==> src/cli_defs.svh <==
// Offsets, field codes, reset values and timing counts of the LCD core.
//
// Contract
// - Instruction 01aaaaaa in table 0 loads six bits and targets glyph RAM.
// - Instruction 1aaaaaaa loads seven bits and targets display data RAM.
// - One-line mode: display addresses 00H to 4FH form one line.
// - Two-line mode: line one 00H-27H, line two 40H-67H.
// - Three-line mode: lines at 00H-0FH, 10H-1FH and 20H-2FH.
// - Instruction read returns busy on bit 7 and the counter below.
// - Every data write or read steps the counter by one per direction.
// - Data accesses go to the memory chosen by the last address load; clear and return home select display data RAM.
// - First data read without an address load returns stale data.
// - Bias instruction picks quarter or fifth bias; bias bit ignored if straps 11, fix bit still stored.
// - Table 1 opcode 0100 loads a four-bit icon address.
// - Opcode 0101 stores icon enable, booster enable, top contrast bits.
// - Booster, follower, ratio and contrast change only with straps 00.
// - Opcode 0110 stores follower enable and three-bit gain ratio.
// - Opcode 0111 stores the low four contrast bits.
// - Busy stays high about 40 ms after power-on during initialisation.
// - Reset clears display, 8-bit, one line, table 0, display off.
// - Reset also loads icon/bias/power defaults, contrast 20H, ratio 2.
// - The external reset pin performs the same initialisation.
// - In 4-bit mode each byte is two transfers, high nibble first.
// - In 4-bit mode busy and counter read back as two nibbles.
// - Three-line double height: position selects rows 1-16 or 9-24.
// - Table select: 00 normal, 01 table one, 10 table two, 11 reserved.
`ifndef CLI_DEFS_SVH
`define CLI_DEFS_SVH

`define CLI_OFS_INSTR 8'h00
`define CLI_OFS_DATA 8'h04
`define CLI_OFS_SET 8'h08

`define CLI_CLK_NS 25
`define CLI_EXEC_NS 26300
`define CLI_EXEC_CYC ((`CLI_EXEC_NS + `CLI_CLK_NS - 1) / `CLI_CLK_NS)
`define CLI_POR_MS 40
`define CLI_POR_CYC (`CLI_POR_MS * 1000000 / `CLI_CLK_NS)

`define CLI_CFG_RST 25'h1010140
`define CLI_SPACE 8'h20
`define CLI_OP_CLEAR 8'h01

`define CLI_ONE_LAST 7'h4f
`define CLI_TWO_L1_LAST 7'h27
`define CLI_TWO_L2_FIRST 7'h40
`define CLI_TWO_L2_LAST 7'h67
`define CLI_THREE_LAST 7'h2f
`define CLI_CLR_LAST 7'h7f

`endif

==> src/cli_pkg.sv <==
// Types shared by the LCD instruction core.
`default_nettype none
package cli_pkg;
  typedef enum logic [1:0] {MEM_DD, MEM_CG, MEM_ICON} cli_mem_t;
  typedef struct packed {
    logic bus_width_bit;
    logic two_line;
    logic double_height_bit;
    logic [1:0] table_select;
    logic disp_on;
    logic cursor_on;
    logic blink_on;
    logic inc;
    logic shift;
    logic bias_select;
    logic three_line_fix_bit;
    logic icon_on;
    logic boost_on;
    logic follow_on;
    logic [2:0] gain_ratio_field;
    logic [5:0] contrast_field;
    logic double_height_position;
  } cli_cfg_t;
endpackage
`default_nettype wire
==> src/cli_core.sv <==
// Instruction interpreter of a character LCD controller behind APB.
`include "cli_defs.svh"
`default_nettype none
module cli_core #(
  parameter int unsigned POR_CYCLES = `CLI_POR_CYC
) (
  // Clock and reset
  input wire logic pclk,
  input wire logic presetn,
  // APB slave
  input wire logic psel,
  input wire logic penable,
  input wire logic pwrite,
  input wire logic [7:0] paddr,
  input wire logic [31:0] pwdata,
  output logic [31:0] prdata,
  output logic pready,
  output logic pslverr,
  // Straps and external reset
  input wire logic three_line_strap,
  input wire logic bias_option_strap_a,
  input wire logic bias_option_strap_b,
  input wire logic ext_reset_n,
  // Settings and state
  output cli_pkg::cli_cfg_t cfg,
  output logic busy_flag,
  output logic [6:0] address_counter,
  output logic double_top,
  output logic double_bottom
);
  localparam int unsigned MAXC =
    (POR_CYCLES > `CLI_EXEC_CYC) ? POR_CYCLES : `CLI_EXEC_CYC;
  localparam int CW = $clog2(MAXC + 1);
  localparam logic [CW-1:0] EXEC_LOAD = CW'(`CLI_EXEC_CYC - 1);
  localparam logic [CW-1:0] POR_LOAD = CW'(POR_CYCLES - 1);

  // ************************************************************
  // Storage and decode
  // ************************************************************
  logic [7:0] dd_mem [0:127];
  logic [7:0] cg_mem [0:63];
  logic [7:0] icon_mem [0:15];
  cli_pkg::cli_mem_t mem_sel;
  logic [CW-1:0] cnt;
  logic init_pend, nib_phase, clr_busy, load;
  logic [3:0] nib_hold;
  logic [6:0] clr_addr, next_ac;
  logic [7:0] rd_latch, wbyte, rbyte;
  logic [31:0] rd_word;
  logic acc, take, hit_ins, hit_dat, hit_set, bus8, straps_low, straps_high;
  logic wr_any, wr_full, rd_any, rd_full, ins_go, dat_wr, dat_rd;
  logic init_go, three, tbl0, tbl1, tbl2;

  assign acc = psel & penable & ~pready;
  assign take = psel & penable & pready;
  assign hit_ins = paddr == `CLI_OFS_INSTR;
  assign hit_dat = paddr == `CLI_OFS_DATA;
  assign hit_set = paddr == `CLI_OFS_SET;
  assign bus8 = cfg.bus_width_bit;
  assign straps_low = ~bias_option_strap_a & ~bias_option_strap_b;
  assign straps_high = bias_option_strap_a & bias_option_strap_b;
  assign init_go = init_pend | ~ext_reset_n;
  assign three = three_line_strap & cfg.two_line;
  assign tbl0 = cfg.table_select == 2'b00;
  assign tbl1 = cfg.table_select == 2'b01;
  assign tbl2 = cfg.table_select == 2'b10;

  // Writes arriving while busy are dropped, nibble by nibble.
  assign wr_any = take & pwrite & (hit_ins | hit_dat) & ~busy_flag;
  assign wr_full = wr_any & (bus8 | nib_phase);
  assign wbyte = bus8 ? pwdata[7:0] : {nib_hold, pwdata[7:4]};
  assign rd_any = take & ~pwrite & (hit_ins | (hit_dat & ~busy_flag));
  assign rd_full = rd_any & (bus8 | nib_phase);
  assign ins_go = wr_full & hit_ins;
  assign dat_wr = wr_full & hit_dat;
  assign dat_rd = rd_full & hit_dat;

  function automatic logic [6:0] step_ac(input logic [6:0] a,
                                         input logic up,
                                         input cli_pkg::cli_mem_t s,
                                         input logic two,
                                         input logic thr);
    logic [6:0] r;
    r = up ? a + 7'h01 : a - 7'h01;
    unique case (s)
      cli_pkg::MEM_CG: r[6] = 1'b0;
      cli_pkg::MEM_ICON: r[6:4] = 3'h0;
      cli_pkg::MEM_DD: begin
        if (thr) begin
          if (up && a == `CLI_THREE_LAST) r = 7'h00;
          else if (!up && a == 7'h00) r = `CLI_THREE_LAST;
        end else if (two) begin
          if (up && a == `CLI_TWO_L1_LAST) r = `CLI_TWO_L2_FIRST;
          else if (up && a == `CLI_TWO_L2_LAST) r = 7'h00;
          else if (!up && a == `CLI_TWO_L2_FIRST) r = `CLI_TWO_L1_LAST;
          else if (!up && a == 7'h00) r = `CLI_TWO_L2_LAST;
        end else begin
          if (up && a == `CLI_ONE_LAST) r = 7'h00;
          else if (!up && a == 7'h00) r = `CLI_ONE_LAST;
        end
      end
      default: r = a;
    endcase
    return r;
  endfunction

  function automatic logic [7:0] mem_rd(input cli_pkg::cli_mem_t s,
                                        input logic [6:0] a);
    logic [7:0] v;
    v = 8'h00;
    unique case (s)
      cli_pkg::MEM_DD: v = dd_mem[a];
      cli_pkg::MEM_CG: v = cg_mem[a[5:0]];
      cli_pkg::MEM_ICON: v = icon_mem[a[3:0]];
      default: v = 8'h00;
    endcase
    return v;
  endfunction

  // ************************************************************
  // Address counter and memory select
  // ************************************************************
  cli_pkg::cli_mem_t next_sel;
  always_comb begin
    next_ac = address_counter;
    next_sel = mem_sel;
    load = 1'b0;
    if (init_go) begin
      next_ac = 7'h00;
      next_sel = cli_pkg::MEM_DD;
    end else if (ins_go) begin
      if (wbyte[7]) begin
        next_ac = wbyte[6:0];
        next_sel = cli_pkg::MEM_DD;
        load = 1'b1;
      end else if (wbyte[7:6] == 2'b01 && tbl0) begin
        next_ac = {1'b0, wbyte[5:0]};
        next_sel = cli_pkg::MEM_CG;
        load = 1'b1;
      end else if (wbyte[7:4] == 4'h4 && tbl1) begin
        next_ac = {3'h0, wbyte[3:0]};
        next_sel = cli_pkg::MEM_ICON;
        load = 1'b1;
      end else if (wbyte[7:1] == 7'h01 || wbyte == `CLI_OP_CLEAR) begin
        next_ac = 7'h00;
        next_sel = cli_pkg::MEM_DD;
      end else if (wbyte[7:4] == 4'h1 && !wbyte[3] && tbl0) begin
        next_ac = step_ac(address_counter, wbyte[2], mem_sel,
                          cfg.two_line, three);
      end
    end else if (dat_wr || dat_rd) begin
      next_ac = step_ac(address_counter, cfg.inc, mem_sel,
                        cfg.two_line, three);
    end
  end

  always_ff @(posedge pclk or negedge presetn) begin
    if (!presetn) begin
      address_counter <= 7'h00;
      mem_sel <= cli_pkg::MEM_DD;
    end else begin
      address_counter <= next_ac;
      mem_sel <= next_sel;
    end
  end

  // The read latch is refilled after a load or a read, so a read that
  // follows a plain write returns the value fetched earlier.
  always_ff @(posedge pclk or negedge presetn) begin
    if (!presetn) begin
      rd_latch <= 8'h00;
    end else if (load || dat_rd) begin
      rd_latch <= mem_rd(next_sel, next_ac);
    end
  end

  // ************************************************************
  // Memories and clear sweep
  // ************************************************************
  always_ff @(posedge pclk or negedge presetn) begin
    if (!presetn) begin
      init_pend <= 1'b1;
      clr_busy <= 1'b0;
      clr_addr <= 7'h00;
    end else begin
      init_pend <= 1'b0;
      if (init_go || (ins_go && wbyte == `CLI_OP_CLEAR)) begin
        clr_busy <= 1'b1;
        clr_addr <= 7'h00;
      end else if (clr_busy) begin
        clr_addr <= clr_addr + 7'h01;
        if (clr_addr == `CLI_CLR_LAST) clr_busy <= 1'b0;
      end
    end
  end

  always_ff @(posedge pclk) begin
    if (clr_busy) begin
      dd_mem[clr_addr] <= `CLI_SPACE;
    end else if (dat_wr) begin
      unique case (mem_sel)
        cli_pkg::MEM_DD: dd_mem[address_counter] <= wbyte;
        cli_pkg::MEM_CG: cg_mem[address_counter[5:0]] <= wbyte;
        cli_pkg::MEM_ICON: icon_mem[address_counter[3:0]] <= wbyte;
        default: ;
      endcase
    end
  end

  // ************************************************************
  // Busy timing
  // ************************************************************
  always_ff @(posedge pclk or negedge presetn) begin
    if (!presetn) begin
      busy_flag <= 1'b1;
      cnt <= POR_LOAD;
    end else if (init_go) begin
      busy_flag <= 1'b1;
      cnt <= POR_LOAD;
    end else if (ins_go || dat_wr || dat_rd) begin
      busy_flag <= 1'b1;
      cnt <= EXEC_LOAD;
    end else if (busy_flag) begin
      if (cnt != '0) cnt <= cnt - CW'(1);
      else if (!clr_busy) busy_flag <= 1'b0;
    end
  end

  // ************************************************************
  // Settings
  // ************************************************************
  always_ff @(posedge pclk or negedge presetn) begin
    if (!presetn) begin
      cfg <= cli_pkg::cli_cfg_t'(`CLI_CFG_RST);
    end else if (init_go) begin
      cfg <= cli_pkg::cli_cfg_t'(`CLI_CFG_RST);
      cfg.three_line_fix_bit <= three_line_strap;
    end else if (ins_go) begin
      if (wbyte[7:5] == 3'b001) begin
        cfg.bus_width_bit <= wbyte[4];
        cfg.two_line <= wbyte[3];
        cfg.double_height_bit <= wbyte[2];
        cfg.table_select <= wbyte[1:0];
      end else if (wbyte[7:3] == 5'b00001) begin
        {cfg.disp_on, cfg.cursor_on, cfg.blink_on} <= wbyte[2:0];
      end else if (wbyte[7:2] == 6'b000001) begin
        {cfg.inc, cfg.shift} <= wbyte[1:0];
      end else if (wbyte == `CLI_OP_CLEAR) begin
        cfg.inc <= 1'b1;
      end else if (tbl1 && wbyte[7:4] == 4'h1 && wbyte[2:1] == 2'b10) begin
        if (!straps_high) cfg.bias_select <= wbyte[3];
        cfg.three_line_fix_bit <= wbyte[0];
      end else if (tbl1 && wbyte[7:4] == 4'h5) begin
        cfg.icon_on <= wbyte[3];
        if (straps_low) begin
          cfg.boost_on <= wbyte[2];
          cfg.contrast_field[5:4] <= wbyte[1:0];
        end
      end else if (tbl1 && wbyte[7:4] == 4'h6 && straps_low) begin
        cfg.follow_on <= wbyte[3];
        cfg.gain_ratio_field <= wbyte[2:0];
      end else if (tbl1 && wbyte[7:4] == 4'h7 && straps_low) begin
        cfg.contrast_field[3:0] <= wbyte[3:0];
      end else if (tbl2 && wbyte[7:4] == 4'h1) begin
        cfg.double_height_position <= wbyte[3];
      end
    end
  end

  always_ff @(posedge pclk or negedge presetn) begin
    if (!presetn) begin
      double_top <= 1'b0;
      double_bottom <= 1'b0;
    end else begin
      double_top <= three & cfg.double_height_bit &
                    cfg.double_height_position;
      double_bottom <= three & cfg.double_height_bit &
                       ~cfg.double_height_position;
    end
  end

  // ************************************************************
  // Nibble pairing and APB answer
  // ************************************************************
  always_ff @(posedge pclk or negedge presetn) begin
    if (!presetn) begin
      nib_phase <= 1'b0;
      nib_hold <= 4'h0;
    end else if (init_go || bus8) begin
      nib_phase <= 1'b0;
    end else if (wr_any || rd_any) begin
      nib_phase <= ~nib_phase;
      if (wr_any && !nib_phase) nib_hold <= pwdata[7:4];
    end
  end

  always_comb begin
    rbyte = hit_ins ? {busy_flag, address_counter} : rd_latch;
    rd_word = 32'h0000_0000;
    if (pwrite) rd_word = 32'h0000_0000;
    else if (hit_set) rd_word = 32'(cfg);
    else if (bus8) rd_word[7:0] = rbyte;
    else rd_word[7:4] = nib_phase ? rbyte[3:0] : rbyte[7:4];
  end

  // One wait state: the answer is formed in the first access cycle.
  always_ff @(posedge pclk or negedge presetn) begin
    if (!presetn) begin
      pready <= 1'b0;
      pslverr <= 1'b0;
      prdata <= 32'h0000_0000;
    end else begin
      pready <= acc;
      if (acc) begin
        pslverr <= ~(hit_ins | hit_dat | hit_set);
        prdata <= (hit_ins | hit_dat | hit_set) ? rd_word : 32'h0000_0000;
      end
    end
  end
endmodule
`default_nettype wire

==> config.mk <==
export PLATFORM = sky130hd
export DESIGN_NAME = cli_core
export DESIGN_NICKNAME = d
export VERILOG_FILES = /design/src/cli_pkg.sv /design/src/cli_core.sv
export VERILOG_INCLUDE_DIRS = /design/src /design/src/src
export SDC_FILE = /design/constraint.sdc
export NUM_CORES = 2
export LEC_CHECK = 0
export BUFFER_PORTS_ARGS = -buffer_cell sky130_fd_sc_hd__buf_2
export CAP_MARGIN = 20
export CORE_MARGIN = 2
export CORE_UTILIZATION = 35
export DETAILED_ROUTE_END_ITERATION = 10
export PLACE_DENSITY = 0.48
export SYNTH_ARGS = -nofsm -noshare
export SYNTH_HDL_FRONTEND = slang
export SYNTH_SLANG_ARGS = --single-unit
==> constraint.sdc <==
create_clock -name pclk -period 7.8 [get_ports pclk]
set_clock_uncertainty 0.05 [all_clocks]
set_input_delay 1.95 -clock pclk [delete_from_list [all_inputs] [get_ports pclk]]
set_output_delay 1.95 -clock pclk [all_outputs]
set_load 0.03 [all_outputs]
==> reports/qor.tcl <==
set qor(grt_start_max_net_pins) 129
set qor(clock.fmax_mhz) 157
set qor(dr.pass1.iters) 5
set qor(die-area_sq_mm) 0.214
set qor(max-vdd-ir-drop_v) 0.000218
set qor(drt_iter0_drc) 4921
set qor(totalWireLength_um) 231000
set qor(grtUsageMet1_pct) 30.3
set qor(cts-root-to-sink-buffers) 3
set qor(synth.top_cells.by_count) {sky130_fd_sc_hd__edfxtp_1 (1664), sky130_fd_sc_hd__nand2_1 (1393), sky130_fd_sc_hd__nand3_1 (397)}
set qor(ys_seq_elements) 1771
set qor(vias) 48800
set qor(synth_area_leader_cell) {sky130_fd_sc_hd__edfxtp_1}
set qor(worstSetupEndpointType) {register}
set qor(powerDensity_mw_per_mm2) 226
set qor(fp-row-count) 168
set qor(synth_area_sq_mm) 0.0736
set qor(cts_tree) {done}
set qor(grt_antenna_before_repair) 5
set qor(layout_worst_path_cycle_share_pct) 81.7
set qor(finalNonFillerCells) 8876
set qor(cts-resized-gates) 0
set qor(final_worst_hold_slack_ns) 0.434
set qor(synth-warning-count) 0
set qor(placed_cells_incl_taps) 8539
set qor(post-cts-setup-buffers) 0
set qor(synth.area.top_cells) {sky130_fd_sc_hd__edfxtp_1 (68%), sky130_fd_sc_hd__nand2_1 (7.1%), sky130_fd_sc_hd__dfrtp_1 (3.0%)}
set qor(worstPathMaxFanout) 13
set qor(worstPathRequired_ns) 8.49
set qor(report.final.slew_viol_count) 0
set qor(rr_endpoint) {rd_latch[7]$_DFFE_PN0P_}
set qor(worstReg2RegStart) {address_counter[0]$_DFF_PN0_}
set qor(root_buffer) {sky130_fd_sc_hd__clkbuf_16}
set qor(grt-ovfl-total) 0
set qor(cts_buffers) 188
set qor(place.port_buffers) 86
set qor(post-route-min-period_ns) 6.37
set qor(num_io_pins) 118
set qor(grt_pass1_wl_um) 336000
set qor(synth_enable_flop_cells) 1664
set qor(synthToLayoutAreaGrowth_pct) 13.6
set qor(number_of_global_route_vias_before_repair) 46600
set qor(htreeDepth) 4
set qor(worstSetupStartpointType) {input pin}
set qor(slew_headroom_pct) 25.0
set qor(synth_top_area_share_pct) 67.9
set qor(worstRegToRegCells) 19
set qor(dominantRegCellSynth) {sky130_fd_sc_hd__edfxtp_1}
set qor(yosys.cell_count.top_type) {sky130_fd_sc_hd__edfxtp_1}
set qor(netlist_instances) 5847
set qor(setup_tns_ns) 0
set qor(synth_seq_area_share_pct) 71.6
set qor(final_antenna_net_count) 0
set qor(synth.avg_cell_area_sq_um) 12.6
set qor(finish.net_count) 5985
set qor(avgViaCountPerCell) 5.49
set qor(postLayoutCellArea_sq_mm) 0.0836
set qor(worstHoldPathType) {register to register}
set qor(run_status) {finished clean}
set qor(initial_core_util_pct) 35.1
set qor(placed_cell_area_sq_mm) 0.0779
set qor(worstHoldStart) {prdata[7]$_DFFE_PN0P_}
set qor(finalSetupViolCount) 0
set qor(groute.usage.overall_pct) 21.1
set qor(hold-path-cell-count) 2
set qor(cellLeakagePower_nw) 28.9
set qor(reg2reg_slack_ns) 1.60
set qor(avgRoutedWirePerCell_um) 26.1
set qor(filler_cell_count) 19900
set qor(hold_viol_final) 0
set qor(whs_endpoint) {prdata[7]$_DFFE_PN0P_}
set qor(insertion_delay_ns) 0.82
set qor(arrival_ns) 7.06
set qor(grt_setup_unrepaired) {no}
set qor(coreArea_sq_mm) 0.209
set qor(die_height_um) 463
set qor(cts.sink_count) 1771
set qor(finalWeightedCongestion) 0.863
set qor(ys_types) 92
set qor(setup.worst_path.class) {input pin to register}
set qor(drive_gt1_share_pct) 10.6
set qor(drt_drc_violations_left) 0
set qor(gr-usage-met3_pct) 2.69
set qor(tightest_slew_ns) 1.12
set qor(cap_viol_max_count) 0
set qor(synth_async_sr_flop_share_pct) 6.04
set qor(post_cts_clock_slew_at_the_launch_and_capture_registers_of_the_worst_setup_and_hold_paths_ns) 0.06
set qor(die_w_um) 463
set qor(postCtsHoldBufs) 0
set qor(grt.met2_usage_pct) 33.4
set qor(dp.final_hpwl_um) 142000
set qor(gr-max-usage-layer) {met2}
==> power by group <==
part           switching (W)  internal (W)
Combinational       0.000163     0.0000341
Sequential        0.00000472        0.0103
Clock                0.00375       0.00462
Total                0.00392        0.0150
==> metal layers <==
metal | share of wire, % | vias to the layer above | wire length (um)
li1 | - | 22000 | -
met2 | 46 | 1485 | 107000
met5 | 0.0091 | - | 21
met4 | 3.0 | 4 | 6870
met1 | 45 | 25000 | 105000
met3 | 5.4 | 319 | 12600
==> worst max-delay path by stage <==
stage / startpoint / end / depth (start not counted)
after global routing: paddr[5] / rd_latch[0]$_DFFE_PN0P_ / 17
after floorplan: paddr[5] / dd_mem[0][0]$_DFFE_PP_ / 9
after global placement: pwdata[6] / rd_latch[5]$_DFFE_PN0P_ / 16
final: pwdata[6] / rd_latch[5]$_DFFE_PN0P_ / 16
after CTS: pwdata[6] / rd_latch[5]$_DFFE_PN0P_ / 16
after detailed placement: paddr[5] / rd_latch[0]$_DFFE_PN0P_ / 15
==> registers in the layout (all words and copies together) (netlist names), 2 cells and up <==
| register | flops |
|---|---|
| dd_mem | 1024 |
| cg_mem | 512 |
| icon_mem | 128 |
| prdata | 25 |
| cfg | 24 |
| cnt | 21 |
| rd_latch | 8 |
| address_counter | 7 |
| clr_addr | 7 |
| nib_hold | 4 |
| mem_sel | 2 |
==> logic make-up after synthesis <==
kind of cell    synth area share [%]
mux                            0.917
simple gates                    15.4
compound gates                  8.97
other cells                  0.00510
buf+inv                         2.74
fa+ha+maj                      0.170
xor+xnor                       0.250
flops                           71.6
==> worst max-delay path: stages <==
cell,delay [ns]
sky130_fd_sc_hd__buf_2,0.13
sky130_fd_sc_hd__or3b_1,0.42
sky130_fd_sc_hd__a21o_1,0.24
sky130_fd_sc_hd__nor3_2,0.54
sky130_fd_sc_hd__a21oi_1,0.14
sky130_fd_sc_hd__o31ai_1,0.46
sky130_fd_sc_hd__nand2_2,0.15
sky130_fd_sc_hd__inv_2,0.47
sky130_fd_sc_hd__nand2_1,0.48
sky130_fd_sc_hd__nor2_2,0.24
sky130_fd_sc_hd__buf_4,0.27
sky130_fd_sc_hd__a32oi_1,0.16
sky130_fd_sc_hd__and3_1,0.30
sky130_fd_sc_hd__a31oi_1,0.42
sky130_fd_sc_hd__o2111ai_1,0.42
sky130_fd_sc_hd__nand4b_1,0.22
==> area by class of cell <==
| class | count | area, sq um | share of cell area, % |
|---|---|---|---|
| clock inverter | 96 | 687 | 0.822 |
| multi-input combinational | 3633 | 19100 | 22.9 |
| sequential | 1771 | 52700 | 63.0 |
| inverter | 31 | 136 | 0.163 |
| antenna | 2 | 5.00 | 0.00599 |
| clock buffer | 237 | 4930 | 5.90 |
| timing repair buffer | 301 | 2550 | 3.05 |
| tap | 2805 | 3510 | 4.20 |
==> cells in the final DEF (no fill, tap or decap), drive strengths merged, types with 87 or more instances in the layout <==
| cell type | n |
|---|---|
| clkbuf | 238 |
| a311oi | 102 |
| buf | 300 |
| and3 | 240 |
| o21ai | 110 |
| a21oi | 183 |
| dfrtp | 87 |
| nand2 | 1394 |
| a31oi | 179 |
| nor2 | 330 |
| a211oi | 183 |
| nand3 | 397 |
| edfxtp | 1664 |
==> stage by stage <==
step	total power (W)	setup slack, ns	utilization [%]
floorplan	0.0106	0.236	-
global placement	0.0107	0.774	37.2
detailed placement	0.0107	0.722	37.2
CTS	0.0190	1.59	39.9
global route	0.0194	1.20	39.9
finish	0.0189	1.43	39.9
No activity file was read; power rests on OpenSTA's default activity.
